`config.mk`:
```
export PLATFORM = sky130hd
export DESIGN_NAME = sfs_status
export DESIGN_NICKNAME = d
export VERILOG_FILES = /design/src/include/sfs_pkg.sv /design/src/hw/sfs_status.sv
export SDC_FILE = /design/constraint.sdc
export NUM_CORES = 1
export LEC_CHECK = 0
export ABC_AREA = 1
export ABC_CLOCK_PERIOD_IN_PS = 2700
export BUFFER_PORTS_ARGS = -buffer_cell sky130_fd_sc_hd__buf_2
export CORE_MARGIN = 3
export CORE_UTILIZATION = 40
export CTS_CLUSTER_DIAMETER = 100
export CTS_CLUSTER_SIZE = 25
export DETAILED_ROUTE_END_ITERATION = 10
export REMOVE_ABC_BUFFERS = 1
export SETUP_SLACK_MARGIN = 0.2
export SLEW_MARGIN = 5
export SYNTH_ARGS = -nofsm -noshare
export SYNTH_HDL_FRONTEND = slang
export SYNTH_SLANG_ARGS = --single-unit
```
`constraint.sdc`:
```
create_clock -name clk -period 2.7 [get_ports clk]
set_clock_uncertainty 0.1 [all_clocks]
set_input_delay 0.135 -clock clk [delete_from_list [all_inputs] [get_ports clk]]
set_output_delay 0.135 -clock clk [all_outputs]
set_load 0.05 [all_outputs]
```
`src/include/sfs_pkg.sv`:
```
// package for the serial flash status register block
package sfs_pkg;
    localparam int STAT_W = 8;
    localparam int BUSY_POS = 0;
    localparam int WEL_POS = 1;
    localparam int BP_LO = 2;
    localparam int BP_HI = 4;
    localparam int EFAULT_POS = 5;
    localparam int PFAULT_POS = 6;
    localparam int LOCK_POS = 7;
    localparam int CFG_QUAD_POS = 1;
    localparam int CFG_PERSIST_POS = 3;
    localparam logic [7:0] STAT_RESET = 8'h00;
    localparam logic [7:0] CFG_RESET = 8'h00;
    localparam logic [7:0] STAT_WRITABLE = 8'h9c;
    localparam logic [7:0] CFG_LOCKED = 8'h2e;
    localparam logic [7:0] OP_READ_STATUS = 8'h05;
    localparam logic [7:0] OP_REG_WRITE = 8'h01;
    localparam logic [7:0] OP_LATCH_SET = 8'h06;
    localparam logic [7:0] OP_LATCH_CLEAR = 8'h04;
    localparam logic [7:0] OP_STATUS_CLEAR = 8'h30;
    localparam logic [7:0] OP_PAGE_WRITE = 8'h02;
    localparam logic [7:0] OP_QUAD_PAGE = 8'h32;
    localparam logic [7:0] OP_WIPE_4K = 8'h20;
    localparam logic [7:0] OP_WIPE_8K = 8'h40;
    localparam logic [7:0] OP_WIPE_64K = 8'hd8;
    localparam logic [7:0] OP_BULK_ERASE = 8'hc7;
    localparam logic [4:0] BITS_OPCODE = 5'd8;
    localparam logic [4:0] BITS_ONE_BYTE = 5'd16;
    localparam logic [4:0] BITS_TWO_BYTE = 5'd24;
    localparam int SCK_MAX_MHZ = 104;
    localparam int REGWR_TIME_NS = 200;
    localparam int CLK_NS = 8;
    localparam int REGWR_CYCLES = REGWR_TIME_NS / CLK_NS;

    typedef struct packed {
        logic cs_n;
        logic sck;
        logic si;
        logic wp;
    } sfs_pins_t;

    typedef struct packed {
        logic done;
        logic fault;
        logic is_erase;
    } sfs_op_end_t;
endpackage

```
`src/hw/sfs_status.sv`:
```
// status register, read-status command and register protection of a serial flash
// What this block does
// - read status accepted at any moment
// - status byte repeats until chip select rises
// - read status works only while sck stays well below clk/4
// - bit 0 busy, internal, read-only
// - latch gates write, program, erase commands
// - latch set/clear commands, cleared on completion
// - register write data never sets the latch; the write clears it on completion
// - protect field blocks program and erase
// - protect bits loaded by register write
// - bulk erase only with zero protect bits
// - protect bits reset to zero
// - erase fault sticky until status clear
// - program fault sticky until status clear
// - protected attempts set no fault flag
// - lock bit plus low pin locks registers
// - lock bit zero gives no protection
// - write ends at 8 or 16 data bits
// - lock leaves only when pin goes high
// - four-lane mode disables hardware lock
`timescale 1ns/1ps
module sfs_status #(
    parameter int REGWR_COUNT = sfs_pkg::REGWR_CYCLES
) (
    input wire logic clk,
    input wire logic rst_n,
    input wire sfs_pkg::sfs_pins_t pins,
    input wire logic array_busy,
    input wire sfs_pkg::sfs_op_end_t op_end,
    output logic so,
    output logic so_oe,
    output logic [7:0] status_byte,
    output logic [7:0] config_byte,
    output logic hw_locked,
    output logic program_start,
    output logic erase_start,
    output logic [7:0] array_opcode
);
    typedef enum {SFS_OPCODE, SFS_DATA, SFS_READOUT, SFS_IGNORE} sfs_state_t;

    sfs_pkg::sfs_pins_t sync1, sync2;
    logic sck_prev;
    logic [7:0] status;
    logic [7:0] cfg;
    sfs_state_t state;
    logic [4:0] bit_cnt;
    logic [15:0] shift_in;
    logic [7:0] opcode;
    logic [7:0] shift_out;
    logic out_bit;
    logic regwr_busy;
    logic [15:0] regwr_cnt;

    logic [7:0] next_status;
    logic [7:0] next_cfg;
    sfs_state_t next_state;
    logic [4:0] next_bit_cnt;
    logic [15:0] next_shift_in;
    logic [7:0] next_opcode;
    logic [7:0] next_shift_out;
    logic next_out_bit;
    logic next_regwr_busy;
    logic [15:0] next_regwr_cnt;
    logic next_program_start;
    logic next_erase_start;
    logic [7:0] next_array_opcode;

    logic sck_rise, sck_fall, cs_low;
    logic [7:0] rx_byte;
    logic lock_active, protected_any;

    function automatic logic is_array_op(input logic [7:0] op);
        return op == sfs_pkg::OP_PAGE_WRITE || op == sfs_pkg::OP_QUAD_PAGE
            || op == sfs_pkg::OP_WIPE_4K || op == sfs_pkg::OP_WIPE_8K
            || op == sfs_pkg::OP_WIPE_64K || op == sfs_pkg::OP_BULK_ERASE;
    endfunction

    function automatic logic is_erase_op(input logic [7:0] op);
        return op != sfs_pkg::OP_PAGE_WRITE && op != sfs_pkg::OP_QUAD_PAGE;
    endfunction

    // oversampled link clock: edges are only found while sck stays well below clk/4
    always_ff @(posedge clk)
    begin
        if (!rst_n)
        begin
            // idle pin levels, so no false frame start follows reset
            sync1 <= '{cs_n: 1'b1, sck: 1'b0, si: 1'b0, wp: 1'b1};
            sync2 <= '{cs_n: 1'b1, sck: 1'b0, si: 1'b0, wp: 1'b1};
            sck_prev <= 1'b0;
        end
        else
        begin
            sync1 <= pins;
            sync2 <= sync1;
            sck_prev <= sync2.sck;
        end
    end

    assign cs_low = !sync2.cs_n;
    assign sck_rise = cs_low && sync2.sck && !sck_prev;
    assign sck_fall = cs_low && !sync2.sck && sck_prev;
    assign rx_byte = {shift_in[6:0], sync2.si};

    // lock needs the bit set, the pin low and four-lane mode off
    assign lock_active = status[sfs_pkg::LOCK_POS] && !sync2.wp
        && !cfg[sfs_pkg::CFG_QUAD_POS];
    assign protected_any = |status[sfs_pkg::BP_HI:sfs_pkg::BP_LO];

    always_comb
    begin
        next_status = status;
        next_cfg = cfg;
        next_state = state;
        next_bit_cnt = bit_cnt;
        next_shift_in = shift_in;
        next_opcode = opcode;
        next_shift_out = shift_out;
        next_out_bit = out_bit;
        next_regwr_busy = regwr_busy;
        next_regwr_cnt = regwr_cnt;
        next_program_start = 1'b0;
        next_erase_start = 1'b0;
        next_array_opcode = array_opcode;

        if (regwr_busy)
        begin
            if (regwr_cnt == 16'd0)
            begin
                next_regwr_busy = 1'b0;
                next_status[sfs_pkg::WEL_POS] = 1'b0;
            end
            else
                next_regwr_cnt = regwr_cnt - 16'd1;
        end

        if (op_end.done)
        begin
            next_status[sfs_pkg::WEL_POS] = 1'b0;
        end

        if (sync2.cs_n)
        begin
            if (state == SFS_DATA && opcode == sfs_pkg::OP_REG_WRITE
                && (bit_cnt == sfs_pkg::BITS_ONE_BYTE || bit_cnt == sfs_pkg::BITS_TWO_BYTE)
                && status[sfs_pkg::WEL_POS] && !lock_active && !regwr_busy)
            begin
                // writable mask keeps latch, busy and faults untouched
                next_status = (next_status & ~sfs_pkg::STAT_WRITABLE)
                    | (bit_cnt == sfs_pkg::BITS_TWO_BYTE ? shift_in[15:8] : shift_in[7:0])
                    & sfs_pkg::STAT_WRITABLE;
                if (bit_cnt == sfs_pkg::BITS_TWO_BYTE)
                    next_cfg = shift_in[7:0];
                next_regwr_busy = 1'b1;
                next_regwr_cnt = REGWR_COUNT[15:0];
            end
            next_state = SFS_OPCODE;
            next_bit_cnt = 5'd0;
        end
        else if (sck_rise && state != SFS_READOUT)
        begin
            next_shift_in = {shift_in[14:0], sync2.si};
            next_bit_cnt = bit_cnt + 5'd1;
            if (state == SFS_OPCODE && bit_cnt == sfs_pkg::BITS_OPCODE - 5'd1)
            begin
                next_opcode = rx_byte;
                next_state = SFS_IGNORE;
                case (rx_byte)
                    sfs_pkg::OP_READ_STATUS:
                    begin
                        next_state = SFS_READOUT;
                        next_shift_out = status_byte;
                    end
                    sfs_pkg::OP_REG_WRITE:
                        next_state = SFS_DATA;
                    sfs_pkg::OP_LATCH_SET:
                        next_status[sfs_pkg::WEL_POS] = 1'b1;
                    sfs_pkg::OP_LATCH_CLEAR:
                        next_status[sfs_pkg::WEL_POS] = 1'b0;
                    sfs_pkg::OP_STATUS_CLEAR:
                    begin
                        next_status[sfs_pkg::EFAULT_POS] = 1'b0;
                        next_status[sfs_pkg::PFAULT_POS] = 1'b0;
                    end
                    default:
                    begin
                        // region decode is elsewhere; any protect bit refuses here
                        if (is_array_op(rx_byte) && status[sfs_pkg::WEL_POS]
                            && !protected_any && !array_busy)
                        begin
                            next_program_start = !is_erase_op(rx_byte);
                            next_erase_start = is_erase_op(rx_byte);
                            next_array_opcode = rx_byte;
                        end
                    end
                endcase
            end
            else if (state == SFS_DATA && bit_cnt == sfs_pkg::BITS_TWO_BYTE)
                next_state = SFS_IGNORE;
        end
        else if (sck_fall && state == SFS_READOUT)
        begin
            // status sampled fresh per byte so busy tracks live
            next_out_bit = shift_out[7];
            next_bit_cnt = bit_cnt + 5'd1;
            if (bit_cnt == sfs_pkg::BITS_ONE_BYTE - 5'd1)
            begin
                next_shift_out = status_byte;
                next_bit_cnt = sfs_pkg::BITS_OPCODE;
            end
            else
                next_shift_out = {shift_out[6:0], 1'b0};
        end

        // a fault landing with a clear strobe survives: the set wins
        if (op_end.done && op_end.fault)
        begin
            if (op_end.is_erase)
                next_status[sfs_pkg::EFAULT_POS] = 1'b1;
            else
                next_status[sfs_pkg::PFAULT_POS] = 1'b1;
        end
    end

    always_ff @(posedge clk)
    begin
        if (!rst_n)
        begin
            status <= sfs_pkg::STAT_RESET;
            cfg <= sfs_pkg::CFG_RESET;
            state <= SFS_OPCODE;
            bit_cnt <= 5'd0;
            shift_in <= 16'h0000;
            opcode <= 8'h00;
            shift_out <= 8'h00;
            out_bit <= 1'b0;
            regwr_busy <= 1'b0;
            regwr_cnt <= 16'h0000;
            program_start <= 1'b0;
            erase_start <= 1'b0;
            array_opcode <= 8'h00;
        end
        else
        begin
            status <= next_status;
            cfg <= next_cfg;
            state <= next_state;
            bit_cnt <= next_bit_cnt;
            shift_in <= next_shift_in;
            opcode <= next_opcode;
            shift_out <= next_shift_out;
            out_bit <= next_out_bit;
            regwr_busy <= next_regwr_busy;
            regwr_cnt <= next_regwr_cnt;
            program_start <= next_program_start;
            erase_start <= next_erase_start;
            array_opcode <= next_array_opcode;
        end
    end

    always_comb
    begin
        status_byte = status;
        status_byte[sfs_pkg::BUSY_POS] = regwr_busy || array_busy;
    end
    assign config_byte = cfg;
    assign hw_locked = lock_active;
    assign so = out_bit;
    assign so_oe = state == SFS_READOUT;
endmodule

```
==> results of run 1 <==
## critical path, stage by stage, from the launching register on
cell	delay [ns]
dfxtp_1	0.40
ha_1	0.21
nand2_2	0.09
nor2_1	0.22
nand3_1	0.17
nand2_2	0.19
nand2_2	0.16
o21ai_1	0.17
nor2_1	0.05
## layout make-up
type	instances	share of cell area
inverters	63	0.0486
multi-input cells	446	0.430
clock buffers	9	0.0253
well taps	136	0.0348
flip-flops and latches	91	0.372
repair buffers	55	0.0695
clock inverters	7	0.0199
## per-stage QoR
stage | hold slack [ns] | power [mW] | setup WS, ns | utilization
floorplan | 0.128 | 1.43 | 0.835 | -
global placement | 0.218 | 1.47 | 0.801 | 0.442
detailed placement | 0.221 | 1.47 | 0.792 | 0.442
CTS | 0.00322 | 2.50 | 0.779 | 0.472
global route | 0.0788 | 2.56 | 0.612 | 0.472
finish | 0.0141 | 2.48 | 0.814 | 0.472
## logic make-up (layout without fill, tap and decap cells)
family / after synthesis / count (layout)
AND/OR/NAND/NOR: 349 / 349
XOR/XNOR: 4 / 4
adder cells (fa/ha/maj): 4 / 4
buffers and inverters: 84 / 134
flip-flops: 91 / 91
AO/OA/AOI/OAI: 89 / 89
## registers in the layout (all words and copies together) (netlist names)
signal and cells:
regwr_cnt 16, shift_in 16, array_opcode 8, config_byte 8
opcode 8, shift_out 8, status 7, bit_cnt 5
sync1 4, sync2 3, state 2, erase_start 1
program_start 1, regwr_busy 1, rx_byte 1, sck_prev 1
so 1
## repair_timing
action / 4_1_cts / 5_1_grt
endpoints found under the setup margin: 0 / 0
hold buffers: 9 / 0
endpoints found under the hold margin: 12 / 0
## routing by layer
metal	track usage	up-vias	share of wire
met5	0	-	0
met4	0.0561	0	0.014
met3	0.0358	12	0.040
met2	0.288	77	0.45
met1	0.246	1797	0.50
li1	-	2061	-
## cell usage in the layout (no fill, tap or decap), types with 2 or more instances in the layout
cell type        n
nand2_1        150
nor2_1         114
dfxtp_1         91
inv_1           55
nand3_1         46
a21oi_1         38
buf_2           38
o21ai_0         31
a211oi_1        10
clkbuf_8         9
dlygate4sd3_1    9
buf_4            8
nand2_2          7
nor3_1           7
inv_2            6
or2_2            5
a31oi_1          4
nor2_2           4
ha_1             4
nand4_1          3
nand3b_1         3
xnor2_1          2
o21bai_1         2
clkinv_2         2
nor2_4           2
xor2_1           2
nor3_2           2
clkinvlp_4       2
bufinv_16        2
inv_6            2
## final timing paths
kind / start / to / slack, ns / cells after the start
max: bit_cnt[0] / shift_out[0] / 0.81 / 8
min: op_end[2] / status[1] / 0.01 / 4
max reg2reg: bit_cnt[0] / shift_out[0] / 0.81 / 8
min reg2reg: sync1[1] / rx_byte[0] / 0.32 / 2
## report_power, final
part	internal, mW	total, mW	switching, mW
clock network	0.526	1.04	0.510
registers	1.35	1.36	0.00776
logic	0.0304	0.0862	0.0558
total	1.91	2.48	0.574
==> flow_metrics.py, run 1 <==
metrics = {
    "placed_design": {
        "io_buffer_count": 38,
        "dpl_cell_area_sq_mm": 0.00458,
        "hpwlAfterDp_um": 7260,
        "dp_cells": 782,
        "gp_congestion": 0.829,
    },
    "layout": {
        "num-fill-cells": 1071,
        "syn2layout_area_growth_pct": 14.5,
        "stdcell_area_sq_mm": 0.00489,
        "fin_cells": 807,
        "regArea_sq_mm": 0.00182,
        "nets": 680,
        "diodes": 0,
        "multi_input_area_sq_mm": 0.00210,
        "drive_gt1_frac": 0.140,
    },
    "global_route": {
        "antenna_found_initial": 0,
        "first_global_vias": 3668,
        "grt_max_degree": 32,
        "grtUsageTotal": 0.180,
        "grt_pass1_wl_um": 17200,
        "globalRouteOverflowTotal": 0,
    },
    "detailed_routing": {
        "avgViaCountPerCell": 4.89,
        "dr.first_iter.drc_count": 198,
        "vias": 3947,
        "wl_per_cell_um": 12.4,
        "ant_nets": 0,
        "drt_first_pass_iters": 5,
        "drc": 0,
        "routed_wl_um": 10000,
    },
    "sta": {
        "setup-tns-final_ns": 0,
        "fmax_mhz": 530,
        "finalSetupViolCount": 0,
        "layout_min_cycle_time_ns": 1.89,
        "worstMarginPinSlew_ns": 0.554,
        "relSlewSlack": 0.629,
        "rsz0062_at_grt": "false",
        "min_period_over_period": 0.699,
        "drv_slew": 0,
        "final-hold-violation-count": 0,
    },
    "power_and_ir_drop": {
        "p_leak_nw": 2.21,
        "ir_drop_uv": 292,
        "p_per_area_mw_per_mm2": 507,
    },
    "clock_tree": {
        "cts_tree": "done",
        "clk_latency_ns": 0.37,
        "worst_setup_hold_path_clk_slew_ns": 0.09,
        "h-tree-depth": 3,
        "root_buffer": "clkbuf_8",
        "cts_buffer_depth": 2,
        "cts_resized": 0,
        "postCtsSetupRepairBufs": 0,
        "cts_sinks": 91,
        "numCtsBuffers": 9,
    },
    "yosys": {
        "synthMostInstantiatedCell": "nand2_1",
        "synthSimpleGateAreaFrac": 0.358,
        "synth_seq_cells": 91,
        "netlist_area_sq_mm": 0.00427,
        "ys.flop_type": "dfxtp_1",
        "ys_top_cells_by_count": "nand2_1, nor2_1, dfxtp_1",
        "syn_area_per_cell_sq_um": 6.88,
        "synth_top_cell_area_share": 0.426,
        "yosysSeqAreaShare": 0.426,
        "yosys-top-cells-area": "dfxtp_1, nand2_1, nor2_1, nand3_1, inv_1",
        "synth_top_family_by_area": "simple AND/OR/NAND/NOR gates",
        "synth_mux_area_frac": 0,
        "synth_xor_area_frac": 0.00820,
        "async_flop_share": 0,
        "synth-compound-area-share": 0.114,
        "syn_inst": 621,
        "yosysTopAreaCell": "dfxtp_1",
        "synthAdderAreaFrac": 0.0117,
        "synth.distinct_cells": 40,
        "synth_warnings": 0,
        "synth_edf_count": 0,
    },
    "run_status": {
        "outcome": "finished clean",
    },
    "critical_path": {
        "end_kind": "flop",
        "required_ns": 2.85,
        "startpoint_type": "flop",
        "critPathArrivalTime_ns": 2.04,
        "crit_type": "flop to flop",
        "path_max_fanout": 9,
    },
    "floorplan": {
        "start_util": 0.412,
        "coreArea_sq_mm": 0.0104,
        "die_w_um": 109,
        "dieHeight_um": 109,
        "dieArea_sq_mm": 0.0120,
        "ios": 39,
        "num_rows": 37,
    },
    "job": {
        "cap_violations": 0,
    },
    "worst_hold_path": {
        "min-delay-path-class": "input port to flop",
    },
}
Note: power is estimated with default switching activity, not from simulation.
==> run 2: changes to the inputs <==
Settings changed: ABC_CLOCK_PERIOD_IN_PS 2700 to 1800.
Clock period 2.7 ns to 1.8 ns, I/O delays scaled along.
==> run 2 against run 1 <==
Against the previous run: first-iteration DRC count is 24% higher; combinational power increased by 73%; total power is 41% higher; via count up 5.8%; critical endpoint is now array_opcode[4].
==> flow_metrics.py, run 2 (synthesis results as in run 1) <==
metrics = {
    "detailed_routing": {
        "drt_first_pass_iters": 5,
        "ant_nets": 0,
        "routed_wl_um": 11200,
        "vias": 4175,
        "avgViaCountPerCell": 4.95,
        "dr.first_iter.drc_count": 245,
        "wl_per_cell_um": 13.3,
        "drc": 0,
    },
    "layout": {
        "diodes": 0,
        "nets": 716,
        "reg_top3": "regwr_cnt: 16 flops, shift_in: 16 flops",
        "syn2layout_area_growth_pct": 27.7,
        "num-fill-cells": 1031,
        "final_cell_mix": "nand2_1, nor2_1, dfxtp_1",
        "final_common_cell": "nand2_1",
        "drive_gt1_frac": 0.277,
    },
    "critical_path": {
        "end_kind": "flop",
        "critPathMaxStageDelay_ns": 0.38,
        "required_ns": 2.00,
        "startpoint_type": "flop",
        "path_cells": "ha_4 -> nand2_4 -> clkinv_4 -> nand4_4 -> nor2_8 -> inv_4 -> nor2_4 -> nand2_4 -> nand2_2 -> nand2_1 -> nor2_1",
        "critPathArrivalTime_ns": 1.86,
        "cp_slowest_cell": "dfxtp_4",
        "crit_type": "flop to flop",
        "crit_top_cell": "nand2_4",
        "path_max_fanout": 8,
    },
    "sta": {
        "final-hold-violation-count": 0,
        "finalSetupViolCount": 0,
        "rsz0062_at_grt": "true",
        "min_period_over_period": 0.924,
        "fmax_mhz": 602,
        "layout_min_cycle_time_ns": 1.66,
        "relSlewSlack": 0.764,
        "timing.final.ws_setup_ns": 0.138,
        "drv_slew": 0,
        "worstMarginPinSlew_ns": 0.351,
    },
    "placed_design": {
        "io_buffer_count": 38,
        "dp_slack_ns": -0.00166,
        "gp_congestion": 0.842,
        "hpwlAfterDp_um": 7600,
    },
    "clock_tree": {
        "cts_sinks": 91,
        "numCtsBuffers": 9,
        "cts_buffer_depth": 2,
        "worst_setup_hold_path_clk_slew_ns": 0.09,
        "clk_latency_ns": 0.36,
        "h-tree-depth": 3,
        "cts_tree": "done",
        "root_buffer": "clkbuf_8",
    },
    "global_route": {
        "antenna_found_initial": 0,
        "grt_max_degree": 32,
        "grtUsageTotal": 0.191,
        "globalRouteOverflowTotal": 0,
        "grt_pass1_wl_um": 18300,
        "first_global_vias": 3766,
    },
    "run_status": {
        "outcome": "finished clean",
    },
    "floorplan": {
        "coreArea_sq_mm": 0.0104,
        "ios": 39,
        "dieArea_sq_mm": 0.0120,
        "die_w_um": 109,
        "dieHeight_um": 109,
        "num_rows": 37,
        "start_util": 0.412,
    },
    "job": {
        "cap_violations": 0,
    },
    "power_and_ir_drop": {
        "p_per_area_mw_per_mm2": 643,
        "ir_drop_uv": 451,
        "power.total_mw": 3.51,
        "p_leak_nw": 2.45,
    },
    "worst_hold_path": {
        "min-delay-path-class": "input port to flop",
    },
}
==> run 2: routing by layer <==
metal,part of all wire,vias up,global-route usage
met5,0,-,0
met1,0.47,1908,0.270
met4,0.012,0,0.0606
met3,0.049,13,0.0370
met2,0.47,106,0.295
li1,-,2148,-
==> run 2: final timing paths <==
path	from	cells after the start	slack (ns)	to
max reg2reg	bit_cnt[1]	11	0.14	array_opcode[4]
min reg2reg	sync1[1]	2	0.32	rx_byte[0]
max	bit_cnt[1]	11	0.14	array_opcode[4]
min	array_busy	6	0.19	shift_out[0]
==> run 2: area by class of cell <==
class / instances / area [sq um] / area share
Sequential cell: 91 / 1860 / 0.342
Clock inverter: 5 / 36.3 / 0.00665
Timing Repair Buffer: 90 / 676 / 0.124
Multi-Input combinational cell: 447 / 2310 / 0.423
Tap cell: 136 / 170 / 0.0312
Clock buffer: 11 / 151 / 0.0277
Inverter: 63 / 251 / 0.0461
==> run 2: where the power goes <==
| group | internal (mW) | switching, mW | total [mW] |
|---|---|---|---|
| Clock | 0.580 | 0.748 | 1.33 |
| Sequential | 2.02 | 0.0123 | 2.03 |
| Combinational | 0.0579 | 0.0910 | 0.149 |
==> run 2: what timing repair did <==
action / 4_1_cts / 5_1_grt
hold endpoints to repair: 13 / 0
resized for setup: 21 / 80
setup buffers: 7 / 6
pin swaps: 9 / 11
hold buffers: 10 / 0
cloned: 1 / 2
endpoints found under the setup margin: 55 / 72
==> run 2: stage by stage <==
step	utilization	TNS (ns)	hold slack, ns	std cells	instance area (sq um)
after floorplan	-	-0.861	0.0835	600	4160
after global placement	0.457	0	0.172	801	4740
after detailed placement	0.457	-0.00166	0.176	801	4740
after CTS	0.497	0	0.164	835	5150
after global routing	0.526	0	0.222	843	5460
final	0.526	0	0.189	843	5460
==> run 2: worst max-delay path: cells and delay by family, from the launching register on <==
kind / cells / cell delay, ns
buffers and inverters: 2 / 0.11
AND/OR/NAND/NOR: 8 / 0.85
adder cells (fa/ha/maj): 1 / 0.15
flip-flops: 1 / 0.38
